File: src/core/uart_status_consts.vh
`ifndef UART_STATUS_CONSTS_VH
`define UART_STATUS_CONSTS_VH

// ------------------------------------------------------------
// Register byte offsets
// ------------------------------------------------------------
`define OFS_STATUS      5'h00
`define OFS_CONTROL     5'h04
`define OFS_TXDATA      5'h08
`define OFS_RXDATA      5'h0C
`define OFS_DIVISOR     5'h10

// ------------------------------------------------------------
// Status register fields and reset value
// ------------------------------------------------------------
`define ST_TX_HOLDING_EMPTY         7
`define ST_RX_HOLDING_FULL         6
`define ST_OVR          5
`define ST_FRM          4
`define ST_PAR          3
`define ST_TRANSMIT_END_FLAG         2
`define ST_RSV_RD       1
`define ST_RSV_WR       0
`define STATUS_RESET    8'h84

// ------------------------------------------------------------
// Control register fields and reset value
// ------------------------------------------------------------
`define CT_TX_EN        0
`define CT_RX_EN        1
`define CT_SYNC         2
`define CT_TWO_STOP     3
`define CT_PAR_EN       4
`define CT_PAR_ODD      5
`define CONTROL_RESET   6'h00

// ------------------------------------------------------------
// Timing
// ------------------------------------------------------------
`define DIVISOR_RESET   16'h00D9
`define DIVISOR_MIN     16'h0004

`endif

File: src/core/uart_status.v
// What this block does
// [RQ1] Overrun sets overrun_flag, status bit 5
// [RQ2] overrun_flag clears on 0 write after read-1
// [RQ3] Clearing rx_enable leaves error flags untouched
// [RQ4] Overrun keeps old byte, drops new data
// [RQ5] Overrun blocks reception; sync mode blocks transmission
// [RQ6] Framing error sets framing_error_flag, bit 4
// [RQ7] framing_error_flag clears on 0 after read-1
// [RQ8] Two stop bits: check only first
// [RQ9] Framing error: byte stored, rx_holding_full unset
// [RQ10] Framing flag blocks reception; sync blocks both
// [RQ11] Parity error sets parity_error_flag, bit 3
// [RQ12] parity_error_flag clears on 0 after read-1
// [RQ13] Parity error: byte stored, rx_holding_full unset
// [RQ14] Parity flag blocks reception; sync blocks both
// [RQ15] transmit_end_flag set: tx off or last bit
// [RQ16] transmit_end_flag cleared by empty-clear or data write
// [RQ17] Error flags: writing 1 never sets them
// [RQ18] Status bit 1 reserved, read-only
// [RQ19] Software writes 0 to status bit 0
// [RQ20] tx_holding_empty set: tx off or shift load
// [RQ21] rx_holding_full set on clean reception
// [RQ22] Overrun when reception completes while holding full
`include "uart_status_consts.vh"
`default_nettype none

module uart_status #(
    parameter [15:0] DIV_RESET = `DIVISOR_RESET
) (
    input  wire        core_clk,
    input  wire        rst,
    input  wire [4:0]  address,
    input  wire        read,
    input  wire        write,
    input  wire [3:0]  byteenable,
    input  wire [31:0] writedata,
    output reg  [31:0] readdata,
    output reg         waitrequest,
    input  wire        rxd,
    output reg         txd,
    output reg         sclk
);

    // ------------------------------------------------------------
    // Bus slave: one wait state per access
    // ------------------------------------------------------------
    wire req = read | write;
    wire acc = req & ~waitrequest;
    wire wr_stat = acc & write & (address == `OFS_STATUS) & byteenable[0];
    wire rd_stat = acc & read & (address == `OFS_STATUS);
    wire wr_ctrl = acc & write & (address == `OFS_CONTROL) & byteenable[0];
    wire wr_txd  = acc & write & (address == `OFS_TXDATA) & byteenable[0];
    wire rd_rxd  = acc & read & (address == `OFS_RXDATA);
    wire wr_div  = acc & write & (address == `OFS_DIVISOR);

    reg  [5:0]  ctrl_q;
    reg  [15:0] div_q;
    reg  [7:0]  tdr_q;
    reg  [7:0]  rdr_q;
    reg         tx_holding_empty_q, rx_holding_full_q, ovr_q, frm_q, par_q, transmit_end_flag_q, rsv_q;
    reg  [7:3]  arm_q;

    wire te      = ctrl_q[`CT_TX_EN];
    wire re      = ctrl_q[`CT_RX_EN];
    wire sync_md = ctrl_q[`CT_SYNC];
    wire two_stp = ctrl_q[`CT_TWO_STOP];
    wire par_en  = ctrl_q[`CT_PAR_EN];
    wire par_odd = ctrl_q[`CT_PAR_ODD];
    wire err_any = ovr_q | frm_q | par_q;
    wire [15:0] half = {1'b0, div_q[15:1]};
    localparam [7:0] ST_RST = `STATUS_RESET;

    // Bit 1 always reads zero
    wire [7:0] status = {tx_holding_empty_q, rx_holding_full_q, ovr_q, frm_q, par_q, transmit_end_flag_q, 1'b0, rsv_q}; // [RQ18]

    reg [31:0] rd_mux;
    always @* begin
        case (address)
            `OFS_STATUS:  rd_mux = {24'h000000, status};
            `OFS_CONTROL: rd_mux = {26'h0000000, ctrl_q};
            `OFS_TXDATA:  rd_mux = {24'h000000, tdr_q};
            `OFS_RXDATA:  rd_mux = {24'h000000, rdr_q};
            `OFS_DIVISOR: rd_mux = {16'h0000, div_q};
            default:      rd_mux = 32'h00000000;
        endcase
    end

    always @(posedge core_clk or posedge rst) begin
        if (rst) begin
            waitrequest <= 1'b1;
            readdata    <= 32'h00000000;
        end else begin
            waitrequest <= ~(req & waitrequest);
            if (req & waitrequest) begin
                readdata <= read ? rd_mux : 32'h00000000;
            end
        end
    end

    // ------------------------------------------------------------
    // Control, divisor and transmit data registers
    // ------------------------------------------------------------
    always @(posedge core_clk or posedge rst) begin
        if (rst) begin
            ctrl_q <= `CONTROL_RESET;
            div_q  <= DIV_RESET;
            tdr_q  <= 8'h00;
        end else begin
            if (wr_ctrl) begin
                ctrl_q <= writedata[5:0];
            end
            if (wr_txd) begin
                tdr_q <= writedata[7:0];
            end
            // Very small divisors would collapse the half-bit sample point
            if (wr_div) begin
                if (byteenable[0]) begin
                    div_q[7:0] <= writedata[7:0];
                end
                if (byteenable[1]) begin
                    div_q[15:8] <= writedata[15:8];
                end
            end else if (div_q < `DIVISOR_MIN) begin
                div_q <= `DIVISOR_MIN;
            end
        end
    end

    // ------------------------------------------------------------
    // Transmit engine, also clocks synchronous frames
    // ------------------------------------------------------------
    reg         tx_busy_q;
    reg  [15:0] tx_cnt_q;
    reg  [3:0]  tx_bits_q;
    reg  [11:0] tx_sh_q;
    reg         tx_load_q;

    wire tx_par   = par_odd ? ~(^tdr_q) : (^tdr_q);
    wire tx_have  = te & ~tx_holding_empty_q;
    // Errors stop a synchronous frame from starting in either direction
    wire sync_go  = ~err_any & (tx_have | (re & ~te)); // [RQ5] [RQ10] [RQ14]
    wire tx_go    = ~tx_busy_q & (sync_md ? sync_go : tx_have);
    wire bit_end  = tx_busy_q & (tx_cnt_q == div_q - 16'h0001);
    wire tx_last  = bit_end & (tx_bits_q == 4'h1);
    wire tx_load  = tx_go & tx_have;
    wire [3:0] async_len = 4'hA + {3'b000, par_en} + {3'b000, two_stp};

    always @(posedge core_clk or posedge rst) begin
        if (rst) begin
            tx_busy_q <= 1'b0;
            tx_cnt_q  <= 16'h0000;
            tx_bits_q <= 4'h0;
            tx_sh_q   <= 12'hFFF;
            tx_load_q <= 1'b0;
            txd       <= 1'b1;
            sclk      <= 1'b1;
        end else begin
            tx_load_q <= tx_load;
            if (~te & ~(sync_md & re)) begin
                tx_busy_q <= 1'b0;
                tx_sh_q   <= 12'hFFF;
            end else if (tx_go) begin
                tx_busy_q <= 1'b1;
                tx_cnt_q  <= 16'h0000;
                if (sync_md) begin
                    tx_bits_q <= 4'h8;
                    tx_sh_q   <= {4'hF, tx_have ? tdr_q : 8'hFF};
                end else begin
                    tx_bits_q <= async_len;
                    tx_sh_q   <= {2'b11, par_en ? tx_par : 1'b1, tdr_q, 1'b0};
                end
            end else if (tx_busy_q) begin
                if (bit_end) begin
                    tx_cnt_q  <= 16'h0000;
                    tx_bits_q <= tx_bits_q - 4'h1;
                    tx_sh_q   <= {1'b1, tx_sh_q[11:1]};
                    if (tx_last) begin
                        tx_busy_q <= 1'b0;
                    end
                end else begin
                    tx_cnt_q <= tx_cnt_q + 16'h0001;
                end
            end
            txd  <= tx_busy_q ? tx_sh_q[0] : 1'b1;
            sclk <= (tx_busy_q & sync_md) ? (tx_cnt_q >= half) : 1'b1;
        end
    end

    // ------------------------------------------------------------
    // Receive engine
    // ------------------------------------------------------------
    localparam [1:0] RX_IDLE  = 2'b00;
    localparam [1:0] RX_START = 2'b01;
    localparam [1:0] RX_DATA  = 2'b10;

    reg         rxd_m_q, rxd_s_q;
    reg  [1:0]  rx_st_q;
    reg  [15:0] rx_cnt_q;
    reg  [3:0]  rx_bits_q;
    reg  [9:0]  rx_sh_q;
    reg  [7:0]  sy_sh_q;

    wire [9:0] rx_full = {rxd_s_q, rx_sh_q[9:1]};
    wire [7:0] a_data  = par_en ? rx_full[7:0] : rx_full[8:1];
    wire       a_pbit  = par_odd ? ~(^a_data) : (^a_data);
    wire       a_done  = (rx_st_q == RX_DATA) & (rx_cnt_q == div_q - 16'h0001)
                         & (rx_bits_q == 4'h1);
    // Only the first stop bit is sampled; a second one is never looked at
    wire       a_frm   = ~rx_full[9]; // [RQ8]
    wire       a_per   = par_en & (rx_full[8] != a_pbit);
    wire       s_samp  = tx_busy_q & sync_md & re & (tx_cnt_q == half);
    wire       s_done  = s_samp & (tx_bits_q == 4'h1);
    wire [7:0] s_data  = {rxd_s_q, sy_sh_q[7:1]};

    wire       rx_done = sync_md ? s_done : a_done;
    wire [7:0] rx_data = sync_md ? s_data : a_data;
    wire       rx_frm  = ~sync_md & a_frm;
    wire       rx_per  = ~sync_md & a_per;

    always @(posedge core_clk or posedge rst) begin
        if (rst) begin
            rxd_m_q   <= 1'b1;
            rxd_s_q   <= 1'b1;
            rx_st_q   <= RX_IDLE;
            rx_cnt_q  <= 16'h0000;
            rx_bits_q <= 4'h0;
            rx_sh_q   <= 10'h000;
            sy_sh_q   <= 8'h00;
        end else begin
            rxd_m_q <= rxd;
            rxd_s_q <= rxd_m_q;
            if (s_samp) begin
                sy_sh_q <= s_data;
            end
            case (rx_st_q)
                RX_IDLE: begin
                    // No new frame is accepted while any error flag stands
                    if (re & ~sync_md & ~err_any & ~rxd_s_q) begin // [RQ5] [RQ10] [RQ14]
                        rx_st_q  <= RX_START;
                        rx_cnt_q <= 16'h0000;
                    end
                end
                RX_START: begin
                    if (rx_cnt_q == half) begin
                        rx_cnt_q  <= 16'h0000;
                        rx_bits_q <= 4'h9 + {3'b000, par_en};
                        rx_st_q   <= rxd_s_q ? RX_IDLE : RX_DATA;
                    end else begin
                        rx_cnt_q <= rx_cnt_q + 16'h0001;
                    end
                end
                RX_DATA: begin
                    if (rx_cnt_q == div_q - 16'h0001) begin
                        rx_cnt_q  <= 16'h0000;
                        rx_sh_q   <= rx_full;
                        rx_bits_q <= rx_bits_q - 4'h1;
                        if (rx_bits_q == 4'h1) begin
                            rx_st_q <= RX_IDLE;
                        end
                    end else begin
                        rx_cnt_q <= rx_cnt_q + 16'h0001;
                    end
                end
                default: rx_st_q <= RX_IDLE;
            endcase
            if (~re | sync_md) begin
                rx_st_q <= RX_IDLE;
            end
        end
    end

    // ------------------------------------------------------------
    // Status flags
    // ------------------------------------------------------------
    // A clear needs a prior read of the same bit as 1 since the last
    // status write; events in the clearing cycle still win.
    wire clr_tx_holding_empty = wr_stat & ~writedata[`ST_TX_HOLDING_EMPTY] & arm_q[`ST_TX_HOLDING_EMPTY];
    wire clr_rx_holding_full = wr_stat & ~writedata[`ST_RX_HOLDING_FULL] & arm_q[`ST_RX_HOLDING_FULL];
    wire clr_ovr  = wr_stat & ~writedata[`ST_OVR] & arm_q[`ST_OVR]; // [RQ2] [RQ17]
    wire clr_frm  = wr_stat & ~writedata[`ST_FRM] & arm_q[`ST_FRM]; // [RQ7] [RQ17]
    wire clr_par  = wr_stat & ~writedata[`ST_PAR] & arm_q[`ST_PAR]; // [RQ12] [RQ17]

    wire ev_ovr   = rx_done & rx_holding_full_q; // [RQ22] [RQ1]
    wire ev_frm   = rx_done & ~rx_holding_full_q & rx_frm; // [RQ6]
    wire ev_per   = rx_done & ~rx_holding_full_q & rx_per; // [RQ11]
    wire ev_rx_holding_full  = rx_done & ~rx_holding_full_q & ~rx_frm & ~rx_per; // [RQ21]
    wire ev_transmit_end_flag  = tx_last & tx_holding_empty_q; // [RQ15]

    wire tx_holding_empty_d = ~te | tx_load | (tx_holding_empty_q & ~clr_tx_holding_empty & ~wr_txd); // [RQ20]
    wire rx_holding_full_d = ev_rx_holding_full | (rx_holding_full_q & ~clr_rx_holding_full & ~rd_rxd);
    // rx_enable does not appear below: dropping it keeps the flags
    wire ovr_d  = ev_ovr | (ovr_q & ~clr_ovr); // [RQ3]
    wire frm_d  = ev_frm | (frm_q & ~clr_frm); // [RQ3]
    wire par_d  = ev_per | (par_q & ~clr_par); // [RQ3]
    wire transmit_end_flag_d = ~te | ev_transmit_end_flag | (transmit_end_flag_q & ~clr_tx_holding_empty & ~wr_txd); // [RQ15] [RQ16]
    wire [7:3] flags_d = {tx_holding_empty_d, rx_holding_full_d, ovr_d, frm_d, par_d};

    always @(posedge core_clk or posedge rst) begin
        if (rst) begin
            tx_holding_empty_q <= ST_RST[`ST_TX_HOLDING_EMPTY];
            rx_holding_full_q <= 1'b0;
            ovr_q  <= 1'b0;
            frm_q  <= 1'b0;
            par_q  <= 1'b0;
            transmit_end_flag_q <= 1'b1;
            rsv_q  <= 1'b0;
            arm_q  <= 5'h00;
            rdr_q  <= 8'h00;
        end else begin
            tx_holding_empty_q <= tx_holding_empty_d;
            rx_holding_full_q <= rx_holding_full_d;
            ovr_q  <= ovr_d;
            frm_q  <= frm_d;
            par_q  <= par_d;
            transmit_end_flag_q <= transmit_end_flag_d;
            // Stored as written; software keeps it at zero
            if (wr_stat) begin
                rsv_q <= writedata[`ST_RSV_WR]; // [RQ19]
            end
            arm_q <= flags_d & ~{5{wr_stat}} & (arm_q | ({5{rd_stat}} & readdata[7:3]));
            // Overrun leaves the held byte alone and the new one is lost
            if (rx_done & ~rx_holding_full_q) begin // [RQ4]
                rdr_q <= rx_data; // [RQ9] [RQ13]
            end
        end
    end

endmodule // uart_status

`default_nettype wire

File: config.mk
export PLATFORM = sky130hd
export DESIGN_NAME = uart_status
export DESIGN_NICKNAME = d
export VERILOG_FILES = /design/src/core/uart_status.v
export VERILOG_INCLUDE_DIRS = /design/src /design/src/core
export SDC_FILE = /design/constraint.sdc
export NUM_CORES = 1
export LEC_CHECK = 0
export BUFFER_PORTS_ARGS = -buffer_cell sky130_fd_sc_hd__buf_4
export CORE_MARGIN = 3
export CORE_UTILIZATION = 50
export CTS_CLUSTER_DIAMETER = 60
export DETAILED_ROUTE_END_ITERATION = 8
export GPL_TIMING_DRIVEN = 0
export PLACE_DENSITY = 0.78
export RECOVER_POWER = 50
export SLEW_MARGIN = 20
export SYNTH_ARGS = -nofsm -noshare
export SYNTH_HDL_FRONTEND = slang
export SYNTH_SLANG_ARGS = --single-unit
File: constraint.sdc
create_clock -name core_clk -period 5 [get_ports core_clk]
set_clock_uncertainty 0.1 [all_clocks]
set_input_delay 0.25 -clock core_clk [delete_from_list [all_inputs] [get_ports core_clk]]
set_output_delay 0.25 -clock core_clk [all_outputs]
set_load 0.03 [all_outputs]
==> out/results.txt <==
status = finished with violations
failing checks = max-capacitance violations, max-slew violations
WS Path Type = reg2reg
CTS H-tree depth = 4
first-pass GRT wire length = 37.9 mm
fin cells = 1289
port bufs = 46
critical path's slowest cell = nor4_1
buffer and inverter count on the worst path = 3
ant diodes = 0
die width = 139 um
CP required = 5.28 ns
Core Region = 17400 um2
CTS tree = done
sequential share of the synthesized area = 39.6%
Worst Slack Setup Final = 0.499 ns
Vias = 7648
type of the worst min-delay path = in2reg
post-cts sizing count = 0
vias in the first global route = 7318
Highest Clock Rate = 222 MHz
Post-synth EDFFs = 0
CP Capture Type = flip-flop
Fillers = 1490
Setup-failing EPs final = 0
PwrDens = 294 nW/um2
fin. max-slew vios = 143
I/O pins = 81
Top delay family on crit path = simple AND/OR/NAND/NOR gates
CP peak stage delay = 0.78 ns
startpoint types = flip-flop
die area = 19500 um2
synth unique cells = 73
gpl congestion = 0.928
Final Hold Fails = 0
Post-synth ARST share = 100%
drt pass-1 iters = 5
CP Cell Sequence = clkbuf_1, inv_1, ha_1, or3b_2, clkbuf_1, nor3_1, xnor2_1, nand4_1, nor4_1, a21oi_1, nor2_1, o22a_1
share of cells above drive strength 1 = 15.4%
Synth Flop Type = dfrtp_1
Detail Route Antenna Nets = 0
vias per cell = 5.93
Cell Rows = 48
cells after synthesis = 951
CP max FO = 8
Total Nets Final = 1124
wire length per cell = 18.2 um
Worst-path clk slew = 0.06 ns
GRT Resource Usage Total = 24.3%
Leak = 4.75 nW
dpl ws = 0.539 ns
peak supply drop = 0.000263 V
Max Buffers Root-to-Sink = 2
antenna violations before repair = 0
DRT Wirelength = 23.5 mm
die span in y = 139 um
CTS sink cnt = 140
Ys Warns = 0
Worst slew margin = -66.4%
root buffer cell = clkbuf_16
Max Cap Violations = 2
# placed instances = 1239
dpl hpwl = 16.8 mm
setup tns final = 0 ns
RSZ-0062 raised after global routing = false
Inserted Clock Buffers = 17
Seq cells post-synth = 140
# DRC = 0
Post-DP Area = 9640 um2
Synth Cell Area = 8910 um2
synth-to-layout area growth = 16.3%
Critical Path AT = 4.78 ns
fin crit period = 4.50 ns
largest net degree at the start of global routing = 101
grt total ovfl = 0
Worst-Skew Late Latency = 0.44 ns
worst slew pin tran = 2.50 ns
Initial Util = 51.3%
post-layout instance area = 10400 um2
Period Utilization, post-route = 90.0%
most used cell, CP = clkbuf_1
First DRT Iteration DRCs = 804
Syn Area/Cell = 9.37 um2
## state kept, by name (all words and copies together), names as in the netlist, 2 cells and up
| register | cells |
|---|---|
| tx_cnt_q | 16 |
| div_q | 16 |
| tdr_q | 8 |
| ctrl_q | 6 |
| rx_bits_q | 4 |
| rx_st_q | 2 |
| arm_q | 5 |
| rdr_q | 8 |
| rx_cnt_q | 16 |
| tx_sh_q | 10 |
| tx_bits_q | 4 |
| readdata | 16 |
| rx_sh_q | 9 |
| sy_sh_q | 7 |
## layout make-up
class                      instances  area, um2  area share [%]
buffer                            76        355            3.43
sequential                       140       3530            34.1
timing repair buffer              66        504            4.87
tap                              225        282            2.72
multi-input combinational        707       4920            47.5
clock buffer                      19        433            4.18
clock inverter                    13        165            1.59
inverter                          43        163            1.57
## power by group
part	switching (mW)	internal, mW
clock	0.522	0.788
sequential	0.0524	1.19
combinational	0.311	0.190
total	0.885	2.16
## worst paths after layout
kind                                       from                  endpoint  slack [ns]  cells past startpoint
max                        div_q[0]$_DFFE_PP1P_  tx_bits_q[0]$_DFFE_PP0P_        0.50                     12
max in group asynchronous                   rst  tx_cnt_q[10]$_DFFE_PP0P_        1.00                      4
min reg2reg                   rxd_m_q$_DFF_PP1_         rxd_s_q$_DFF_PP1_        0.26                      0
min                               byteenable[0]      div_q[2]$_DFFE_PP0P_        0.11                      4
max reg2reg                div_q[0]$_DFFE_PP1P_  tx_bits_q[0]$_DFFE_PP0P_        0.50                     12
min in group asynchronous                   rst    rx_sh_q[6]$_DFFE_PP0N_        0.70                      3
## layer usage
layer	wire, um	up-vias	track usage (%)
met5	0	-	0
met4	534	0	7.78
met3	1580	44	4.88
met2	11000	290	38.3
met1	10400	3747	33.8
li1	-	3567	-
## cell families (layout without fill, tap and decap cells)
kind of cell | count (synthesis) | count (layout) | synth area share, %
AOI/OAI and AO/OA | 201 | 201 | 15.6
adders and majority gates | 27 | 27 | 3.79
and+or+nand+nor | 325 | 325 | 19.0
other | 1 | 16 | 0.0421
muxes | 56 | 56 | 6.77
xor gates and xnor gates | 82 | 82 | 9.30
DFF | 140 | 140 | 39.6
buffers and inverters | 119 | 217 | 5.80
## cell usage in the layout, fill, tap and decap left out, types with 18 or more instances in the layout
cell type      instances
xnor2_1               39
buf_4                 52
a21o_1                19
and3_1                18
dfstp_2               22
xor2_1                35
dfrtp_1              118
mux2i_1               22
clkbuf_1              62
o21ai_0               35
nand2_1              114
a21oi_1               46
nand3_1               30
mux2_2                33
nor3_1                26
nor2_1                39
dlygate4sd3_1         18
inv_1                 42
ha_1                  27
## worst min-delay path: stages
cell and delay, ns:
buf_4 0.12, nand3_1 0.08, nor2_1 0.10, a21oi_1 0.05
## cells in the mapped netlist (4+ instances only)
cell type | n | area (um2)
dfrtp_1 | 118 | 2950
nand2_1 | 114 | 428
clkbuf_1 | 51 | 191
a21oi_1 | 46 | 230
inv_1 | 43 | 161
nor2_1 | 39 | 146
xnor2_1 | 39 | 342
o21ai_0 | 35 | 175
xor2_1 | 35 | 307
mux2_2 | 33 | 372
nand3_1 | 30 | 150
ha_1 | 27 | 338
nor3_1 | 26 | 130
dfstp_2 | 22 | 578
mux2i_1 | 22 | 220
a21o_1 | 19 | 143
and3_1 | 18 | 113
nand2b_1 | 17 | 106
a22o_1 | 16 | 140
buf_4 | 16 | 120
nor4_1 | 16 | 100
o22ai_1 | 13 | 81.3
a221oi_1 | 12 | 105
nand4_1 | 10 | 62.6
a222oi_1 | 8 | 80.1
buf_2 | 8 | 40.0
xnor3_1 | 8 | 180
and2_1 | 7 | 43.8
nand3b_1 | 7 | 52.6
nor2b_1 | 7 | 43.8
o21a_1 | 7 | 52.6
a211oi_1 | 6 | 45.0
a22oi_1 | 6 | 45.0
a2111oi_0 | 5 | 43.8
a211o_1 | 5 | 43.8
or3_1 | 5 | 31.3
o2111ai_1 | 4 | 35.0
or4_1 | 4 | 30.0
## metrics by stage
step                utilization [%]  power [mW]  hold WS [ns]
global route                   59.7        3.16         0.164
floorplan                         -        1.59         0.154
CTS                            60.0        3.05        0.0953
finish                         59.7        3.05         0.109
global placement               55.3        1.72         0.247
detailed placement             55.5        1.74         0.146
## repair_timing
item	4_1_cts	5_1_grt
hold buffers	18	0
setup buffers	0	0
endpoints found under the hold margin	70	0
No activity file was read; power rests on OpenSTA's default activity.
